File: src/verilog/afm_params.svh
// What this block does
// - Too many buffer requests flag receive overload.
// - Core clock under bit clock/8 flags overload.
// - Frame or subframe under 16 bits flags receive overload and transmit starvation.
// - Receive error bit is late OR early.
// - Receive phase too long sets late.
// - Receive phase too short sets early.
// - No receive edge for twice period flags missing.
// - Transmit fetch starvation sets starved flag.
// - Transmit phase too long sets late.
// - Transmit phase too short sets early.
// - No transmit edge for twice period flags missing.
// - Flag rise interrupts only when mask allows.
`ifndef AFM_PARAMS_SVH
`define AFM_PARAMS_SVH
// Widths of counters and of the register address.
`define AFM_CNT_W 16
`define AFM_AW 16
// Status registers by index; byte address is four times it.
`define AFM_RX_STAT_IDX 16'h1304
`define AFM_TX_STAT_IDX 16'h1305
// Setting, mode and interrupt registers by byte address.
`define AFM_RX_CFG 16'h0000
`define AFM_TX_CFG 16'h0004
`define AFM_CTRL 16'h0008
`define AFM_PEND 16'h000C
`define AFM_MASK 16'h0010
// Setting fields, reset value and mode bits.
`define AFM_PER 15:0
`define AFM_WID 31:16
`define AFM_CFG_RST 32'h0020_0040
`define AFM_BAL_RX 0
`define AFM_BAL_TX 1
// Pending layout: receive in 4:0, transmit in 11:8.
`define AFM_PEND_VALID 12'hF1F
`define AFM_PEND_OVLD 4
// Ratio limit, shortest frame and bus answers.
`define AFM_RATIO 5'h08
`define AFM_MIN_FRAME 16'h0010
`define AFM_OKAY 2'h0
`define AFM_SLVERR 2'h2
`endif

File: src/verilog/afm_pkg.sv
`include "afm_params.svh"

// ****************************************
// Types shared by the monitor modules.
// ****************************************
package afm_pkg;
  // A bit-clock period count.
  typedef logic [`AFM_CNT_W-1:0] afm_cnt_t;

  // Receive status byte, reserved bits on top.
  typedef struct packed {
    logic [2:0] rsv;
    logic ovld;
    logic err;
    logic late;
    logic early;
    logic missing;
  } afm_rx_stat_t;

  // Transmit status byte, reserved bits on top.
  typedef struct packed {
    logic [3:0] rsv;
    logic starve;
    logic late;
    logic early;
    logic missing;
  } afm_tx_stat_t;

  // Two-stage synchroniser for bit clock and word select.
  typedef struct packed {
    logic [1:0] meta;
    logic [1:0] stable;
  } afm_sync_t;

  // State of one phase checker.
  typedef struct packed {
    afm_cnt_t phase_cnt;
    afm_cnt_t frame_cnt;
    logic [`AFM_CNT_W:0] idle_cnt;
    logic started;
    logic framed;
    logic late;
    logic early;
    logic missing;
    logic short_frm;
  } afm_chk_t;

  // State of the top level: link edges, flags, registers, bus.
  typedef struct packed {
    logic sclk_d;
    logic ws_d;
    logic [4:0] ratio_cnt;
    logic rx_ovld;
    logic tx_starve;
    logic [11:0] flags_d;
    logic [31:0] rx_cfg;
    logic [31:0] tx_cfg;
    logic [1:0] ctrl;
    logic [11:0] pend;
    logic [11:0] mask;
    logic bvalid;
    logic [1:0] bresp;
    logic rvalid;
    logic [31:0] rdata;
    logic [1:0] rresp;
  } afm_top_t;
endpackage : afm_pkg

File: src/verilog/afm_flag_if.sv
// ****************************************
// Results of one phase checker.
// ****************************************
interface afm_flag_if;
  logic late;
  logic early;
  logic missing;
  logic short_frm;
  modport src (output late, early, missing, short_frm);
  modport dst (input late, early, missing, short_frm);
endinterface : afm_flag_if

File: src/verilog/afm_top.sv
`include "afm_params.svh"

// ****************************************
// Frame timing monitor with AXI4-Lite registers.
// ****************************************
module afm_top
  import afm_pkg::*;
#(
  // Receive buffers and how many the engine serves at once.
  parameter int RX_REQ_N = 4,
  parameter int RX_SERVE = 1,
  // Transmit buffers and how many the engine fetches at once.
  parameter int TX_REQ_N = 4,
  parameter int TX_SERVE = 1
) (
  // Clock and reset.
  input wire logic clk,
  input wire logic reset_n,
  // AXI4-Lite write address.
  input wire logic [`AFM_AW-1:0] s_axi_awaddr,
  input wire logic s_axi_awvalid,
  output logic s_axi_awready,
  // AXI4-Lite write data.
  input wire logic [31:0] s_axi_wdata,
  input wire logic [3:0] s_axi_wstrb,
  input wire logic s_axi_wvalid,
  output logic s_axi_wready,
  // AXI4-Lite write response.
  output logic [1:0] s_axi_bresp,
  output logic s_axi_bvalid,
  input wire logic s_axi_bready,
  // AXI4-Lite read address.
  input wire logic [`AFM_AW-1:0] s_axi_araddr,
  input wire logic s_axi_arvalid,
  output logic s_axi_arready,
  // AXI4-Lite read data.
  output logic [31:0] s_axi_rdata,
  output logic [1:0] s_axi_rresp,
  output logic s_axi_rvalid,
  input wire logic s_axi_rready,
  // Serial link pins from the host.
  input wire logic sclk,
  input wire logic word_select,
  // Receive and transmit engine requests.
  input wire logic rx_core_tick,
  input wire logic [RX_REQ_N-1:0] rx_buf_req,
  input wire logic [TX_REQ_N-1:0] tx_buf_req,
  // Interrupt.
  output logic irq
);
  // ****************************************
  // Elaboration checks.
  // ****************************************
  // One served request at least, and fewer than there are buffers.
  if (RX_SERVE < 1 || RX_SERVE >= RX_REQ_N) begin : g_bad_rx
    $error("RX_SERVE must lie in 1 .. RX_REQ_N-1.");
  end
  if (TX_SERVE < 1 || TX_SERVE >= TX_REQ_N) begin : g_bad_tx
    $error("TX_SERVE must lie in 1 .. TX_REQ_N-1.");
  end

  // ****************************************
  // Declarations.
  // ****************************************
  // Byte addresses of the status registers.
  localparam logic [`AFM_AW-1:0] RX_STAT_A =
    `AFM_AW'(`AFM_RX_STAT_IDX * 4);
  localparam logic [`AFM_AW-1:0] TX_STAT_A =
    `AFM_AW'(`AFM_TX_STAT_IDX * 4);

  afm_top_t s_ff; // Whole state.
  afm_top_t nxt_s; // Next whole state.
  logic [1:0] link_q; // Synchronised bit clock and word select.
  logic sclk_rise; // Bit clock rose.
  logic ws_rise; // Word select rose.
  logic ws_fall; // Word select fell.
  logic core_slow; // Ninth bit-clock rise in one core period.
  logic rx_over; // Too many receive requests at once.
  logic tx_over; // Too many transmit fetches at once.
  afm_rx_stat_t rx_stat; // Receive status byte.
  afm_tx_stat_t tx_stat; // Transmit status byte.
  logic [11:0] cur_flags; // Status flags in pending layout.
  logic [11:0] rises; // Flags that rose this cycle.
  logic [11:0] clr; // Pending bits cleared by software.
  logic [31:0] wmask; // Byte-lane mask from the strobes.
  logic [`AFM_AW-1:0] waddr; // Aligned write address.
  logic [`AFM_AW-1:0] raddr; // Aligned read address.
  logic wr_go; // A write is taken now.
  logic rd_go; // A read is taken now.

  // Result bundles of the two checkers.
  afm_flag_if rx_flags ();
  afm_flag_if tx_flags ();

  // Merges written byte lanes into an old register value.
  function automatic logic [31:0] afm_merge(
    input logic [31:0] old,
    input logic [31:0] wd,
    input logic [31:0] m
  );
    return (old & ~m) | (wd & m);
  endfunction : afm_merge

  // ****************************************
  // Link front end.
  // ****************************************
  // Both pins come from the host's domain and are synchronised.
  afm_sync u_sync (
    .clk (clk),
    .reset_n (reset_n),
    .pin_in ({word_select, sclk}),
    .pin_sync (link_q)
  );

  // Edges are found against the last synchronised value.
  assign sclk_rise = link_q[0] & ~s_ff.sclk_d;
  assign ws_rise = link_q[1] & ~s_ff.ws_d;
  assign ws_fall = ~link_q[1] & s_ff.ws_d;

  // Receive checker, driven by the receive settings.
  afm_phase_check u_rx_chk (
    .clk (clk),
    .reset_n (reset_n),
    .sclk_rise (sclk_rise),
    .ws_rise (ws_rise),
    .ws_fall (ws_fall),
    .balanced (s_ff.ctrl[`AFM_BAL_RX]),
    .period (s_ff.rx_cfg[`AFM_PER]),
    .width (s_ff.rx_cfg[`AFM_WID]),
    .flags (rx_flags.src)
  );

  // Transmit checker, driven by the transmit settings.
  afm_phase_check u_tx_chk (
    .clk (clk),
    .reset_n (reset_n),
    .sclk_rise (sclk_rise),
    .ws_rise (ws_rise),
    .ws_fall (ws_fall),
    .balanced (s_ff.ctrl[`AFM_BAL_TX]),
    .period (s_ff.tx_cfg[`AFM_PER]),
    .width (s_ff.tx_cfg[`AFM_WID]),
    .flags (tx_flags.src)
  );

  // ****************************************
  // Overload detection.
  // ****************************************
  // The core must see at most eight bit-clock periods per period.
  assign core_slow = sclk_rise && !rx_core_tick
    && (s_ff.ratio_cnt >= `AFM_RATIO);
  // More requests than the engine can take in one go.
  assign rx_over = $countones(rx_buf_req) > RX_SERVE;
  assign tx_over = $countones(tx_buf_req) > TX_SERVE;

  // ****************************************
  // Status bytes.
  // ****************************************
  // Reserved bits stay zero; nothing written reaches these bytes.
  always_comb begin
    rx_stat = '0;
    rx_stat.ovld = s_ff.rx_ovld;
    rx_stat.err = rx_flags.late | rx_flags.early;
    rx_stat.late = rx_flags.late;
    rx_stat.early = rx_flags.early;
    rx_stat.missing = rx_flags.missing;
    tx_stat = '0;
    tx_stat.starve = s_ff.tx_starve;
    tx_stat.late = tx_flags.late;
    tx_stat.early = tx_flags.early;
    tx_stat.missing = tx_flags.missing;
    cur_flags = {tx_stat[3:0], 3'h0, rx_stat[4:0]};
  end

  // ****************************************
  // Bus handshakes.
  // ****************************************
  // Address and data are taken together once both are offered.
  assign wr_go = s_axi_awvalid & s_axi_wvalid & ~s_ff.bvalid;
  assign s_axi_awready = wr_go;
  assign s_axi_wready = wr_go;
  // One read at a time; a new one waits for the last answer.
  assign rd_go = s_axi_arvalid & ~s_ff.rvalid;
  assign s_axi_arready = ~s_ff.rvalid;
  assign waddr = {s_axi_awaddr[`AFM_AW-1:2], 2'h0};
  assign raddr = {s_axi_araddr[`AFM_AW-1:2], 2'h0};

  // Strobe lanes widened to a bit mask.
  genvar g;
  for (g = 0; g < 4; g++) begin : g_lane
    assign wmask[8*g +: 8] = {8{s_axi_wstrb[g]}};
  end

  // ****************************************
  // Next state.
  // ****************************************
  always_comb begin
    nxt_s = s_ff;
    // Link history for edge finding.
    nxt_s.sclk_d = link_q[0];
    nxt_s.ws_d = link_q[1];
    // Bit-clock rises since the last core tick, saturating.
    if (rx_core_tick) begin
      nxt_s.ratio_cnt = {4'h0, sclk_rise};
    end else if (sclk_rise && !(&s_ff.ratio_cnt)) begin
      nxt_s.ratio_cnt = s_ff.ratio_cnt + 1'b1;
    end
    // Overload is a live level of this cycle's causes.
    nxt_s.rx_ovld = rx_over | core_slow
      | rx_flags.short_frm;
    // Starvation mirrors overload on the transmit side.
    nxt_s.tx_starve = tx_over | tx_flags.short_frm;
    // Only rising flags mark an event.
    rises = cur_flags & ~s_ff.flags_d;
    nxt_s.flags_d = cur_flags;
    // Software clears pending bits by writing ones.
    clr = '0;
    if (wr_go && waddr == `AFM_PEND) begin
      clr = s_axi_wdata[11:0] & wmask[11:0];
    end
    // A rise in the clearing cycle wins over the clear.
    nxt_s.pend = ((s_ff.pend & ~clr) | rises) & `AFM_PEND_VALID;
    // Write answer stands until the master takes it.
    if (s_ff.bvalid && s_axi_bready) begin
      nxt_s.bvalid = 1'b0;
    end
    if (wr_go) begin
      nxt_s.bvalid = 1'b1;
      nxt_s.bresp = `AFM_OKAY;
      unique case (waddr)
        `AFM_RX_CFG: begin
          nxt_s.rx_cfg = afm_merge(s_ff.rx_cfg, s_axi_wdata, wmask);
        end
        `AFM_TX_CFG: begin
          nxt_s.tx_cfg = afm_merge(s_ff.tx_cfg, s_axi_wdata, wmask);
        end
        `AFM_CTRL: begin
          nxt_s.ctrl = s_axi_wstrb[0] ? s_axi_wdata[1:0] : s_ff.ctrl;
        end
        `AFM_MASK: begin
          nxt_s.mask = 12'(afm_merge({20'h0_0000, s_ff.mask},
            s_axi_wdata, wmask)) & `AFM_PEND_VALID;
        end
        // Pending is handled above; status bytes ignore writes.
        `AFM_PEND, RX_STAT_A, TX_STAT_A: begin
          nxt_s.bresp = `AFM_OKAY;
        end
        // Nothing lives here.
        default: begin
          nxt_s.bresp = `AFM_SLVERR;
        end
      endcase
    end
    // Read answer stands until the master takes it.
    if (s_ff.rvalid && s_axi_rready) begin
      nxt_s.rvalid = 1'b0;
    end
    if (rd_go) begin
      nxt_s.rvalid = 1'b1;
      nxt_s.rresp = `AFM_OKAY;
      nxt_s.rdata = '0;
      unique case (raddr)
        `AFM_RX_CFG: begin
          nxt_s.rdata = s_ff.rx_cfg;
        end
        `AFM_TX_CFG: begin
          nxt_s.rdata = s_ff.tx_cfg;
        end
        `AFM_CTRL: begin
          nxt_s.rdata = 32'(s_ff.ctrl);
        end
        `AFM_PEND: begin
          nxt_s.rdata = 32'(s_ff.pend);
        end
        `AFM_MASK: begin
          nxt_s.rdata = 32'(s_ff.mask);
        end
        RX_STAT_A: begin
          nxt_s.rdata = 32'(rx_stat);
        end
        TX_STAT_A: begin
          nxt_s.rdata = 32'(tx_stat);
        end
        // Unmapped reads return zero with an error.
        default: begin
          nxt_s.rresp = `AFM_SLVERR;
        end
      endcase
    end
  end

  // ****************************************
  // State register.
  // ****************************************
  // Settings reset to a plain 64-period, 32-wide frame.
  always_ff @(posedge clk or negedge reset_n) begin
    if (!reset_n) begin
      s_ff <= '0;
      s_ff.rx_cfg <= `AFM_CFG_RST;
      s_ff.tx_cfg <= `AFM_CFG_RST;
    end else begin
      s_ff <= nxt_s;
    end
  end

  // ****************************************
  // Outputs.
  // ****************************************
  assign s_axi_bresp = s_ff.bresp;
  assign s_axi_bvalid = s_ff.bvalid;
  assign s_axi_rdata = s_ff.rdata;
  assign s_axi_rresp = s_ff.rresp;
  assign s_axi_rvalid = s_ff.rvalid;
  // Pending events reach the pin only where the mask allows.
  assign irq = |(s_ff.pend & s_ff.mask);
endmodule : afm_top

File: src/verilog/afm_sync.sv
`include "afm_params.svh"

// ****************************************
// Two-flop synchroniser for the link pins.
// ****************************************
module afm_sync
  import afm_pkg::*;
(
  // Clock and reset.
  input wire logic clk,
  input wire logic reset_n,
  // Pins in, bit 0 bit clock, bit 1 word select.
  input wire logic [1:0] pin_in,
  // Synchronised copies.
  output logic [1:0] pin_sync
);
  afm_sync_t s_ff; // Both stages.
  afm_sync_t nxt_s; // Next value of both stages.

  // The first stage feeds only the second stage.
  always_comb begin
    nxt_s.meta = pin_in;
    nxt_s.stable = s_ff.meta;
  end

  // Registers the stages.
  always_ff @(posedge clk or negedge reset_n) begin
    if (!reset_n) begin
      s_ff <= '0;
    end else begin
      s_ff <= nxt_s;
    end
  end

  assign pin_sync = s_ff.stable;
endmodule : afm_sync

File: src/verilog/afm_phase_check.sv
`include "afm_params.svh"

// ****************************************
// Phase length checker for one direction.
// ****************************************
module afm_phase_check
  import afm_pkg::*;
(
  // Clock and reset.
  input wire logic clk,
  input wire logic reset_n,
  // Link edges, one-cycle pulses.
  input wire logic sclk_rise,
  input wire logic ws_rise,
  input wire logic ws_fall,
  // Settings.
  input wire logic balanced,
  input wire afm_cnt_t period,
  input wire afm_cnt_t width,
  // Results.
  afm_flag_if.src flags
);
  afm_chk_t s_ff; // Checker state.
  afm_chk_t nxt_s; // Next checker state.
  afm_cnt_t exp_high; // Expected high phase.
  afm_cnt_t ended_exp; // Expected length of the phase now ending.
  logic ws_edge; // Any word select edge.
  logic [`AFM_CNT_W:0] twice; // Twice the frame period.

  // Counts bit-clock rises and judges each phase at its end.
  // The first phase after reset is partial, so it is not judged.
  always_comb begin
    ws_edge = ws_rise | ws_fall;
    exp_high = balanced ? (period >> 1) : width;
    ended_exp = ws_rise ? (period - exp_high) : exp_high;
    twice = {period, 1'b0};
    nxt_s = s_ff;
    nxt_s.short_frm = 1'b0;
    if (sclk_rise && !(&s_ff.phase_cnt)) begin
      nxt_s.phase_cnt = s_ff.phase_cnt + 1'b1;
    end
    if (sclk_rise && !(&s_ff.frame_cnt)) begin
      nxt_s.frame_cnt = s_ff.frame_cnt + 1'b1;
    end
    if (sclk_rise && !(&s_ff.idle_cnt)) begin
      nxt_s.idle_cnt = s_ff.idle_cnt + 1'b1;
    end
    nxt_s.missing = !ws_edge && (s_ff.idle_cnt > twice);
    if (ws_edge) begin
      nxt_s.started = 1'b1;
      nxt_s.phase_cnt = afm_cnt_t'(sclk_rise);
      nxt_s.idle_cnt = (`AFM_CNT_W+1)'(sclk_rise);
      if (s_ff.started) begin
        nxt_s.late = s_ff.phase_cnt > ended_exp;
        nxt_s.early = s_ff.phase_cnt < ended_exp;
        if (balanced) begin
          nxt_s.short_frm = s_ff.phase_cnt < `AFM_MIN_FRAME;
        end
      end
    end
    if (ws_rise) begin
      nxt_s.framed = 1'b1;
      nxt_s.frame_cnt = afm_cnt_t'(sclk_rise);
      if (s_ff.framed && !balanced) begin
        nxt_s.short_frm = s_ff.frame_cnt < `AFM_MIN_FRAME;
      end
    end
  end

  // Registers the checker state.
  always_ff @(posedge clk or negedge reset_n) begin
    if (!reset_n) begin
      s_ff <= '0;
    end else begin
      s_ff <= nxt_s;
    end
  end

  assign flags.late = s_ff.late;
  assign flags.early = s_ff.early;
  assign flags.missing = s_ff.missing;
  assign flags.short_frm = s_ff.short_frm;
endmodule : afm_phase_check

File: config.mk
export PLATFORM = sky130hd
export DESIGN_NAME = afm_top
export DESIGN_NICKNAME = d
export VERILOG_FILES = /design/src/verilog/afm_pkg.sv /design/src/verilog/afm_flag_if.sv /design/src/verilog/afm_top.sv /design/src/verilog/afm_sync.sv /design/src/verilog/afm_phase_check.sv
export VERILOG_INCLUDE_DIRS = /design/src /design/src/verilog
export SDC_FILE = /design/constraint.sdc
export NUM_CORES = 1
export LEC_CHECK = 0
export CORE_UTILIZATION = 65
export CTS_BUF_LIST = sky130_fd_sc_hd__clkbuf_4 sky130_fd_sc_hd__clkbuf_8 sky130_fd_sc_hd__clkbuf_16
export CTS_CLUSTER_DIAMETER = 60
export DETAILED_ROUTE_END_ITERATION = 10
export DONT_BUFFER_PORTS = 1
export PLACE_DENSITY = 0.81
export SYNTH_ARGS = -nofsm -noshare
export SYNTH_HDL_FRONTEND = slang
export SYNTH_SLANG_ARGS = --single-unit
File: constraint.sdc
create_clock -name clk -period 9.7 [get_ports clk]
set_input_delay 1.94 -clock clk [delete_from_list [all_inputs] [get_ports clk]]
set_output_delay 1.94 -clock clk [all_outputs]
set_load 0.02 [all_outputs]
==> impl_metrics.json, run 1 <==
{
  "cp_cell_sequence": "mux2i_1 > ha_1 > a2111oi_0 > a21boi_0 > a31oi_1 > xnor2_1 > o21ai_0 > ha_1 > nand4_1 > or2_2 > o311a_1 > mux2_2",
  "grt_max_degree": 251,
  "worstPathMaxFanout": 20,
  "ys_seq_area_share_pct": 40.7,
  "clkLatencyLatePin_ns": 0.53,
  "ctsHtreeMaxLevel": 1,
  "status": "finished, final reports clean",
  "crit_path_end": "u_rx_chk.flags.early$_DFFE_PN0P_",
  "vias_per_cell": 6.46,
  "cpMostUsedCell": "ha_1",
  "finalSetupViolCount": 0,
  "fmax_mhz": 191,
  "syn_inst": 1617,
  "grt.overflow.total": 0,
  "cts_resized": 0,
  "num_rows": 55,
  "ff2ff_setup_slack_ns": 4.47,
  "antenna_found_initial": 0,
  "tritoncts": "built",
  "critPathArrivalTime_ns": 5.64,
  "max_stage_delay_ns": 1.12,
  "vdd_ir_drop_max_v": 0.000144,
  "r2r_end": "u_rx_chk.flags.early$_DFFE_PN0P_",
  "worstRegToRegCells": 12,
  "cp-start-kind": "register",
  "clock-sinks": 250,
  "grt_use_total_pct": 33.7,
  "maxSlewHeadroom_pct": 21.8,
  "drive_above_1_share_pct": 8.78,
  "post-route-drc-count": 0,
  "dieWidth_um": 156,
  "clock_skew_ns": 0.00771,
  "min_period_over_period_pct": 53.9,
  "coreArea_um2": 22900,
  "clkTransAtPathRegs_ns": 0.06,
  "cts_made_buffers": 27,
  "cts_setup_buffers": 0,
  "ctsHoldBuffers": 0,
  "detail_route.first_pass.iterations": 6,
  "gp_congestion": 0.954,
  "r2r_start": "s_ff[62]$_DFFE_PN0P_",
  "grt_pass1_vias": 11900,
  "start_util_pct": 67.2,
  "synth_area_per_cell_um2": 9.52,
  "cp-startpoint": "s_ff[62]$_DFFE_PN0P_",
  "cp.required_ns": 10.12,
  "finalSetupTns_ns": 0,
  "drtIter0Drc": 1086,
  "slew_violations": 0,
  "power.leakage_nw": 7.33,
  "num-nets-final": 1767,
  "synth_edf_count": 0,
  "rsz0062_at_grt": "no",
  "power_density_nw_per_um2": 137,
  "die_area_um2": 24300,
  "grt_pass1_wl_um": 63900,
  "ys.flop_type": "dfrtp_1",
  "fin_crit_ns": 5.23,
  "synthArstFlopShare_pct": 100,
  "maxCapViolations": 0,
  "vias": 12300,
  "clk_root_buffer_cell": "clkbuf_16",
  "finalHoldViolCount": 0,
  "yosys_warnings": 0,
  "drt_wl_total_um": 39900,
  "io_pins": 128,
  "dp_hpwl_um": 29200,
  "cts_buffer_depth": 3,
  "syn_area_um2": 15400,
  "avgRoutedWirePerCell_um": 21.0,
  "hp-class": "register to register",
  "slowest_stage": "dfrtp_1",
  "die_h_um": 156,
  "path_class": "register to register",
  "fin_cells": 1898,
  "place_inst": 1852,
  "tightestPinTransition_ns": 1.17,
  "yosys_register_bits": 250,
  "area_growth_pct": 5.50,
  "yosys.cell_types.count": 81,
  "worstSetupPathDepth": 12,
  "portBuffers": 0,
  "crit_path_end_kind": "register",
  "cp_top_family": "compound AO/OA/AOI/OAI gates",
  "critical_path_buf_inv_count": 0,
  "ant_nets": 0
}
==> cells in the mapped netlist, types with 4 or more instances <==
library cell,n,area [um^2]
or2_2,4,25.0
nand3_1,39,195
buf_2,7,35.0
clkbuf_1,30,113
dfstp_2,4,105
nand2_1,154,578
a22o_1,10,87.6
dfrtp_1,246,6160
nor3_1,32,160
a211o_1,6,52.6
mux2_4,8,120
o21a_1,6,45.0
nand4_1,46,288
nor3b_1,9,67.6
fa_1,4,80.1
a21o_1,36,270
o211ai_1,8,60.1
nor4_1,14,87.6
o21ai_1,13,65.1
xnor2_1,49,429
o21ai_0,113,566
a211oi_1,7,52.6
buf_4,41,308
or3_1,22,138
nor2b_1,9,56.3
and3_1,15,93.8
inv_1,73,274
mux2_2,38,428
nand2b_1,19,119
nor2_4,7,78.8
a21oi_1,74,370
a31oi_1,12,75.1
mux2i_1,46,460
and2_1,8,50.1
xor2_1,43,377
a22oi_1,31,233
ha_1,108,1350
and4_1,13,114
nor2_1,132,495
a21boi_0,4,30.0
buf_1,6,22.5
o21ai_2,4,35.0
o21bai_1,4,30.0
==> final cells by class <==
type,instances,area [um^2]
antenna,1,2.50
timing repair buffer,8,67.6
clock inverter,11,136
sequential,250,6260
fill,1733,6680
multi-input combinational,1207,8360
clock buffer,33,739
tap,313,392
inverter,75,282
==> worst reg2reg max path: cells and delay by family, from the launching register on <==
kind / cells / cell delay (ns)
flops: 1 / 1.12
simple gates: 2 / 0.47
fa+ha+maj: 2 / 0.67
compound gates: 5 / 2.05
mux: 2 / 0.67
xor+xnor: 1 / 0.14
==> report_power, final <==
part | internal (mW) | switching, mW
sequential | 1.06 | 0.0219
combinational | 0.0386 | 0.0704
clock | 0.615 | 0.414
==> worst min path at each step <==
stage	end	depth (start not counted)	slack (ns)	from
3_3_place_gp	u_sync.pin_sync[1]$_DFF_PN0_	0	0.34	u_sync.nxt_s[1]$_DFF_PN0_
4_1_cts	u_sync.pin_sync[1]$_DFF_PN0_	0	0.35	u_sync.nxt_s[1]$_DFF_PN0_
2_1_floorplan	u_sync.pin_sync[0]$_DFF_PN0_	0	0.33	u_sync.nxt_s[0]$_DFF_PN0_
6_report	u_sync.pin_sync[1]$_DFF_PN0_	0	0.35	u_sync.nxt_s[1]$_DFF_PN0_
3_5_place_dp	u_sync.pin_sync[1]$_DFF_PN0_	0	0.34	u_sync.nxt_s[1]$_DFF_PN0_
5_1_grt	u_sync.pin_sync[1]$_DFF_PN0_	0	0.36	u_sync.nxt_s[1]$_DFF_PN0_
==> layer usage <==
| metal | part of all wire (%) | GRT usage [%] | routed length, um | up-vias |
|---|---|---|---|---|
| met4 | 4.3 | 14.0 | 1740 | 0 |
| li1 | - | - | - | 5660 |
| met1 | 42 | 44.9 | 16800 | 5950 |
| met2 | 46 | 53.7 | 18200 | 526 |
| met3 | 8.0 | 6.81 | 3210 | 123 |
| met5 | 0 | 0 | 0 | - |
==> metrics by stage <==
stage | total power [mW] | instance area, um^2 | worst slack [ns] | util (%) | hold WS (ns)
2_1_floorplan | 1.18 | 15400 | 5.02 | - | 0.331
3_3_place_gp | 1.20 | 15300 | 4.62 | 67.0 | 0.338
3_5_place_dp | 1.21 | 15300 | 4.64 | 67.0 | 0.338
4_1_cts | 2.23 | 16200 | 4.60 | 70.8 | 0.352
5_1_grt | 2.28 | 16200 | 4.29 | 70.8 | 0.363
6_report | 2.22 | 16200 | 4.47 | 70.9 | 0.349
==> kinds of logic (layout without fill, tap and decap cells) <==
| family | count (synthesis) | count (layout) | synth area share, % |
|---|---|---|---|
| XOR/XNOR | 92 | 92 | 5.24 |
| AO/OA/AOI/OAI | 362 | 362 | 14.8 |
| multiplexers | 92 | 92 | 6.55 |
| buffers and inverters | 161 | 127 | 5.08 |
| adder cells (fa/ha/maj) | 112 | 112 | 9.30 |
| flip-flops | 250 | 250 | 40.7 |
| AND/OR/NAND/NOR | 547 | 547 | 18.4 |
| other | 1 | 3 | 0.0244 |
==> cells in the final DEF, fill, tap and decap left out, types with 7 or more instances in the layout <==
| cell type | count |
|---|---|
| nand3_1 | 39 |
| nor4_1 | 14 |
| o21ai_0 | 113 |
| nand4_1 | 46 |
| xnor2_1 | 49 |
| nor2_1 | 132 |
| a31oi_1 | 12 |
| o211ai_1 | 8 |
| dfrtp_1 | 246 |
| mux2_4 | 8 |
| and3_1 | 15 |
| and4_1 | 13 |
| and2_1 | 8 |
| inv_1 | 73 |
| mux2_2 | 38 |
| o21ai_1 | 12 |
| nor3_1 | 32 |
| a211oi_1 | 7 |
| clkbuf_16 | 27 |
| ha_1 | 107 |
| a22o_1 | 10 |
| buf_4 | 7 |
| nor2_4 | 7 |
| nor3b_1 | 9 |
| nand2b_1 | 19 |
| a22oi_1 | 31 |
| or3_1 | 22 |
| a21oi_1 | 74 |
| a21o_1 | 36 |
| nand2_1 | 154 |
| nor2b_1 | 9 |
| xor2_1 | 43 |
| mux2i_1 | 46 |
No activity file was read; power rests on OpenSTA's default activity.
==> inputs of run 2 (changes only) <==
==> constraint.sdc (replaced) <==
create_clock -name clk -period 5.2 [get_ports clk]
set_input_delay 1.04 -clock clk [delete_from_list [all_inputs] [get_ports clk]]
set_output_delay 1.04 -clock clk [all_outputs]
set_load 0.02 [all_outputs]
==> impl_metrics.json, run 2 (synthesis gave the netlist of run 1 again) <==
{
  "hold_ws_ns": 0.201,
  "cp_cell_sequence": "mux2_2 > ha_1 > inv_1 > fa_1 > a211oi_1 > o21ai_0 > a31oi_1 > nor3_1 > xor2_1 > o21ai_0 > ha_1 > nand4_1 > or2_2 > o311a_1 > mux2_2",
  "dpl_cell_area_um2": 15400,
  "grt_max_degree": 251,
  "die_area_um2": 24300,
  "swShare_pct": 22.8,
  "p_int_mw": 3.23,
  "crit_path_end_kind": "register",
  "switchingPower_uw": 956,
  "area_growth_pct": 5.76,
  "ctsHtreeMaxLevel": 1,
  "power.leakage_nw": 7.35,
  "grt_pass1_vias": 11800,
  "clkTransAtPathRegs_ns": 0.06,
  "p_seq_share_pct": 48.4,
  "place_inst": 1855,
  "cp.required_ns": 5.62,
  "grt.overflow.total": 0,
  "total_power_mw": 4.18,
  "dieWidth_um": 156,
  "ant_nets": 0,
  "cts_setup_buffers": 0,
  "antenna_found_initial": 2,
  "pwr-share-clk_pct": 46.9,
  "vdd_ir_drop_max_v": 0.000259,
  "finalSetupTns_ns": 0,
  "avgRoutedWirePerCell_um": 20.6,
  "post-route-util_pct": 71.0,
  "vias_per_cell": 6.36,
  "drive_above_1_share_pct": 9.18,
  "cts_buffer_depth": 3,
  "drt_wl_total_um": 39100,
  "critPathArrivalTime_ns": 4.89,
  "ctsHoldBuffers": 0,
  "cts_made_buffers": 27,
  "path_class": "register to register",
  "drtIter0Drc": 1035,
  "max_stage_delay_ns": 0.70,
  "met1_usage_pct": 42.8,
  "cp-start-kind": "register",
  "min_period_over_period_pct": 86.0,
  "coreArea_um2": 22900,
  "maxSlewHeadroom_pct": 18.0,
  "clock-sinks": 250,
  "portBuffers": 0,
  "worstPathMaxFanout": 12,
  "gp_congestion": 0.968,
  "layout_commonest_cell": "dfrtp_1",
  "grt_use_total_pct": 33.1,
  "tritoncts": "built",
  "cp_top_family": "compound AO/OA/AOI/OAI gates",
  "dp_hpwl_um": 29000,
  "clock_skew_ns": 0.00771,
  "die_h_um": 156,
  "grt_pass1_wl_um": 62300,
  "fin_crit_ns": 4.47,
  "maxCapViolations": 0,
  "start_util_pct": 67.2,
  "tightestPinTransition_ns": 1.23,
  "cts_resized": 0,
  "fin_cells": 1904,
  "dp_slack_ns": 0.838,
  "detail_route.first_pass.iterations": 5,
  "hp-class": "input pin to async pin",
  "power_frac_comb_pct": 4.7,
  "clk_root_buffer_cell": "clkbuf_16",
  "io_pins": 128,
  "worst_slack_ns": 0.727,
  "status": "finished, final reports clean",
  "critical_path_buf_inv_count": 1,
  "final_area_um2": 16300,
  "slew_violations": 0,
  "use_met3_pct": 7.61,
  "vias": 12100,
  "slowest_stage": "dfrtp_1",
  "grt.met2_usage_pct": 54.5,
  "clkLatencyLatePin_ns": 0.53,
  "rsz0062_at_grt": "no",
  "power_density_nw_per_um2": 257,
  "num_rows": 55,
  "num-nets-final": 1769,
  "finalSetupViolCount": 0,
  "post-route-drc-count": 0,
  "finalHoldViolCount": 0,
  "fmax_mhz": 224,
  "top_usage_layer": "met2",
  "layout_common_cells": "246 x dfrtp_1, 154 x nand2_1, 132 x nor2_1"
}
run 2: area by class of cell:
| type | count | area, um^2 |
|---|---|---|
| inverters | 75 | 282 |
| clock buffers | 36 | 756 |
| multi-input cells | 1207 | 8360 |
| flip-flops and latches | 250 | 6260 |
| fillers | 1689 | 6640 |
| diodes | 1 | 2.50 |
| clock inverters | 12 | 149 |
| repair buffers | 10 | 75.1 |
| well taps | 313 | 392 |
run 2: path summary, 6_finish.rpt:
kind | startpoint | to | slack [ns] | cells after the start
setup / recovery | s_ff[62]$_DFFE_PN0P_ | u_rx_chk.flags.early$_DFFE_PN0P_ | 0.73 | 15
hold / removal | reset_n | s_axi_rresp[1]$_DFFE_PN0P_ | 0.20 | 0
setup reg to reg | s_ff[62]$_DFFE_PN0P_ | u_rx_chk.flags.early$_DFFE_PN0P_ | 0.73 | 15
hold reg to reg | u_sync.nxt_s[0]$_DFF_PN0_ | u_sync.pin_sync[0]$_DFF_PN0_ | 0.35 | 0
max in group asynchronous | reset_n | cur_flags[11]$_DFF_PN0_ | 4.32 | 0
min in group clk | u_sync.nxt_s[0]$_DFF_PN0_ | u_sync.pin_sync[0]$_DFF_PN0_ | 0.35 | 0
run 2: power by group through the flow:
stage          Sequential, mW  Clock, mW  Combinational [mW]
6_report                 2.02       1.96               0.198
5_1_grt                  2.03       2.06               0.222
4_1_cts                  2.02       1.98               0.197
3_5_place_dp             2.06          0               0.196
3_3_place_gp             2.06          0               0.189
2_1_floorplan            2.05          0               0.157
run 2: per-layer routing:
metal	part of all wire [%]	up-vias
met5	0.033	-
met4	3.5	2
met3	7.7	91
met2	47	428
met1	42	5908
li1	-	5681
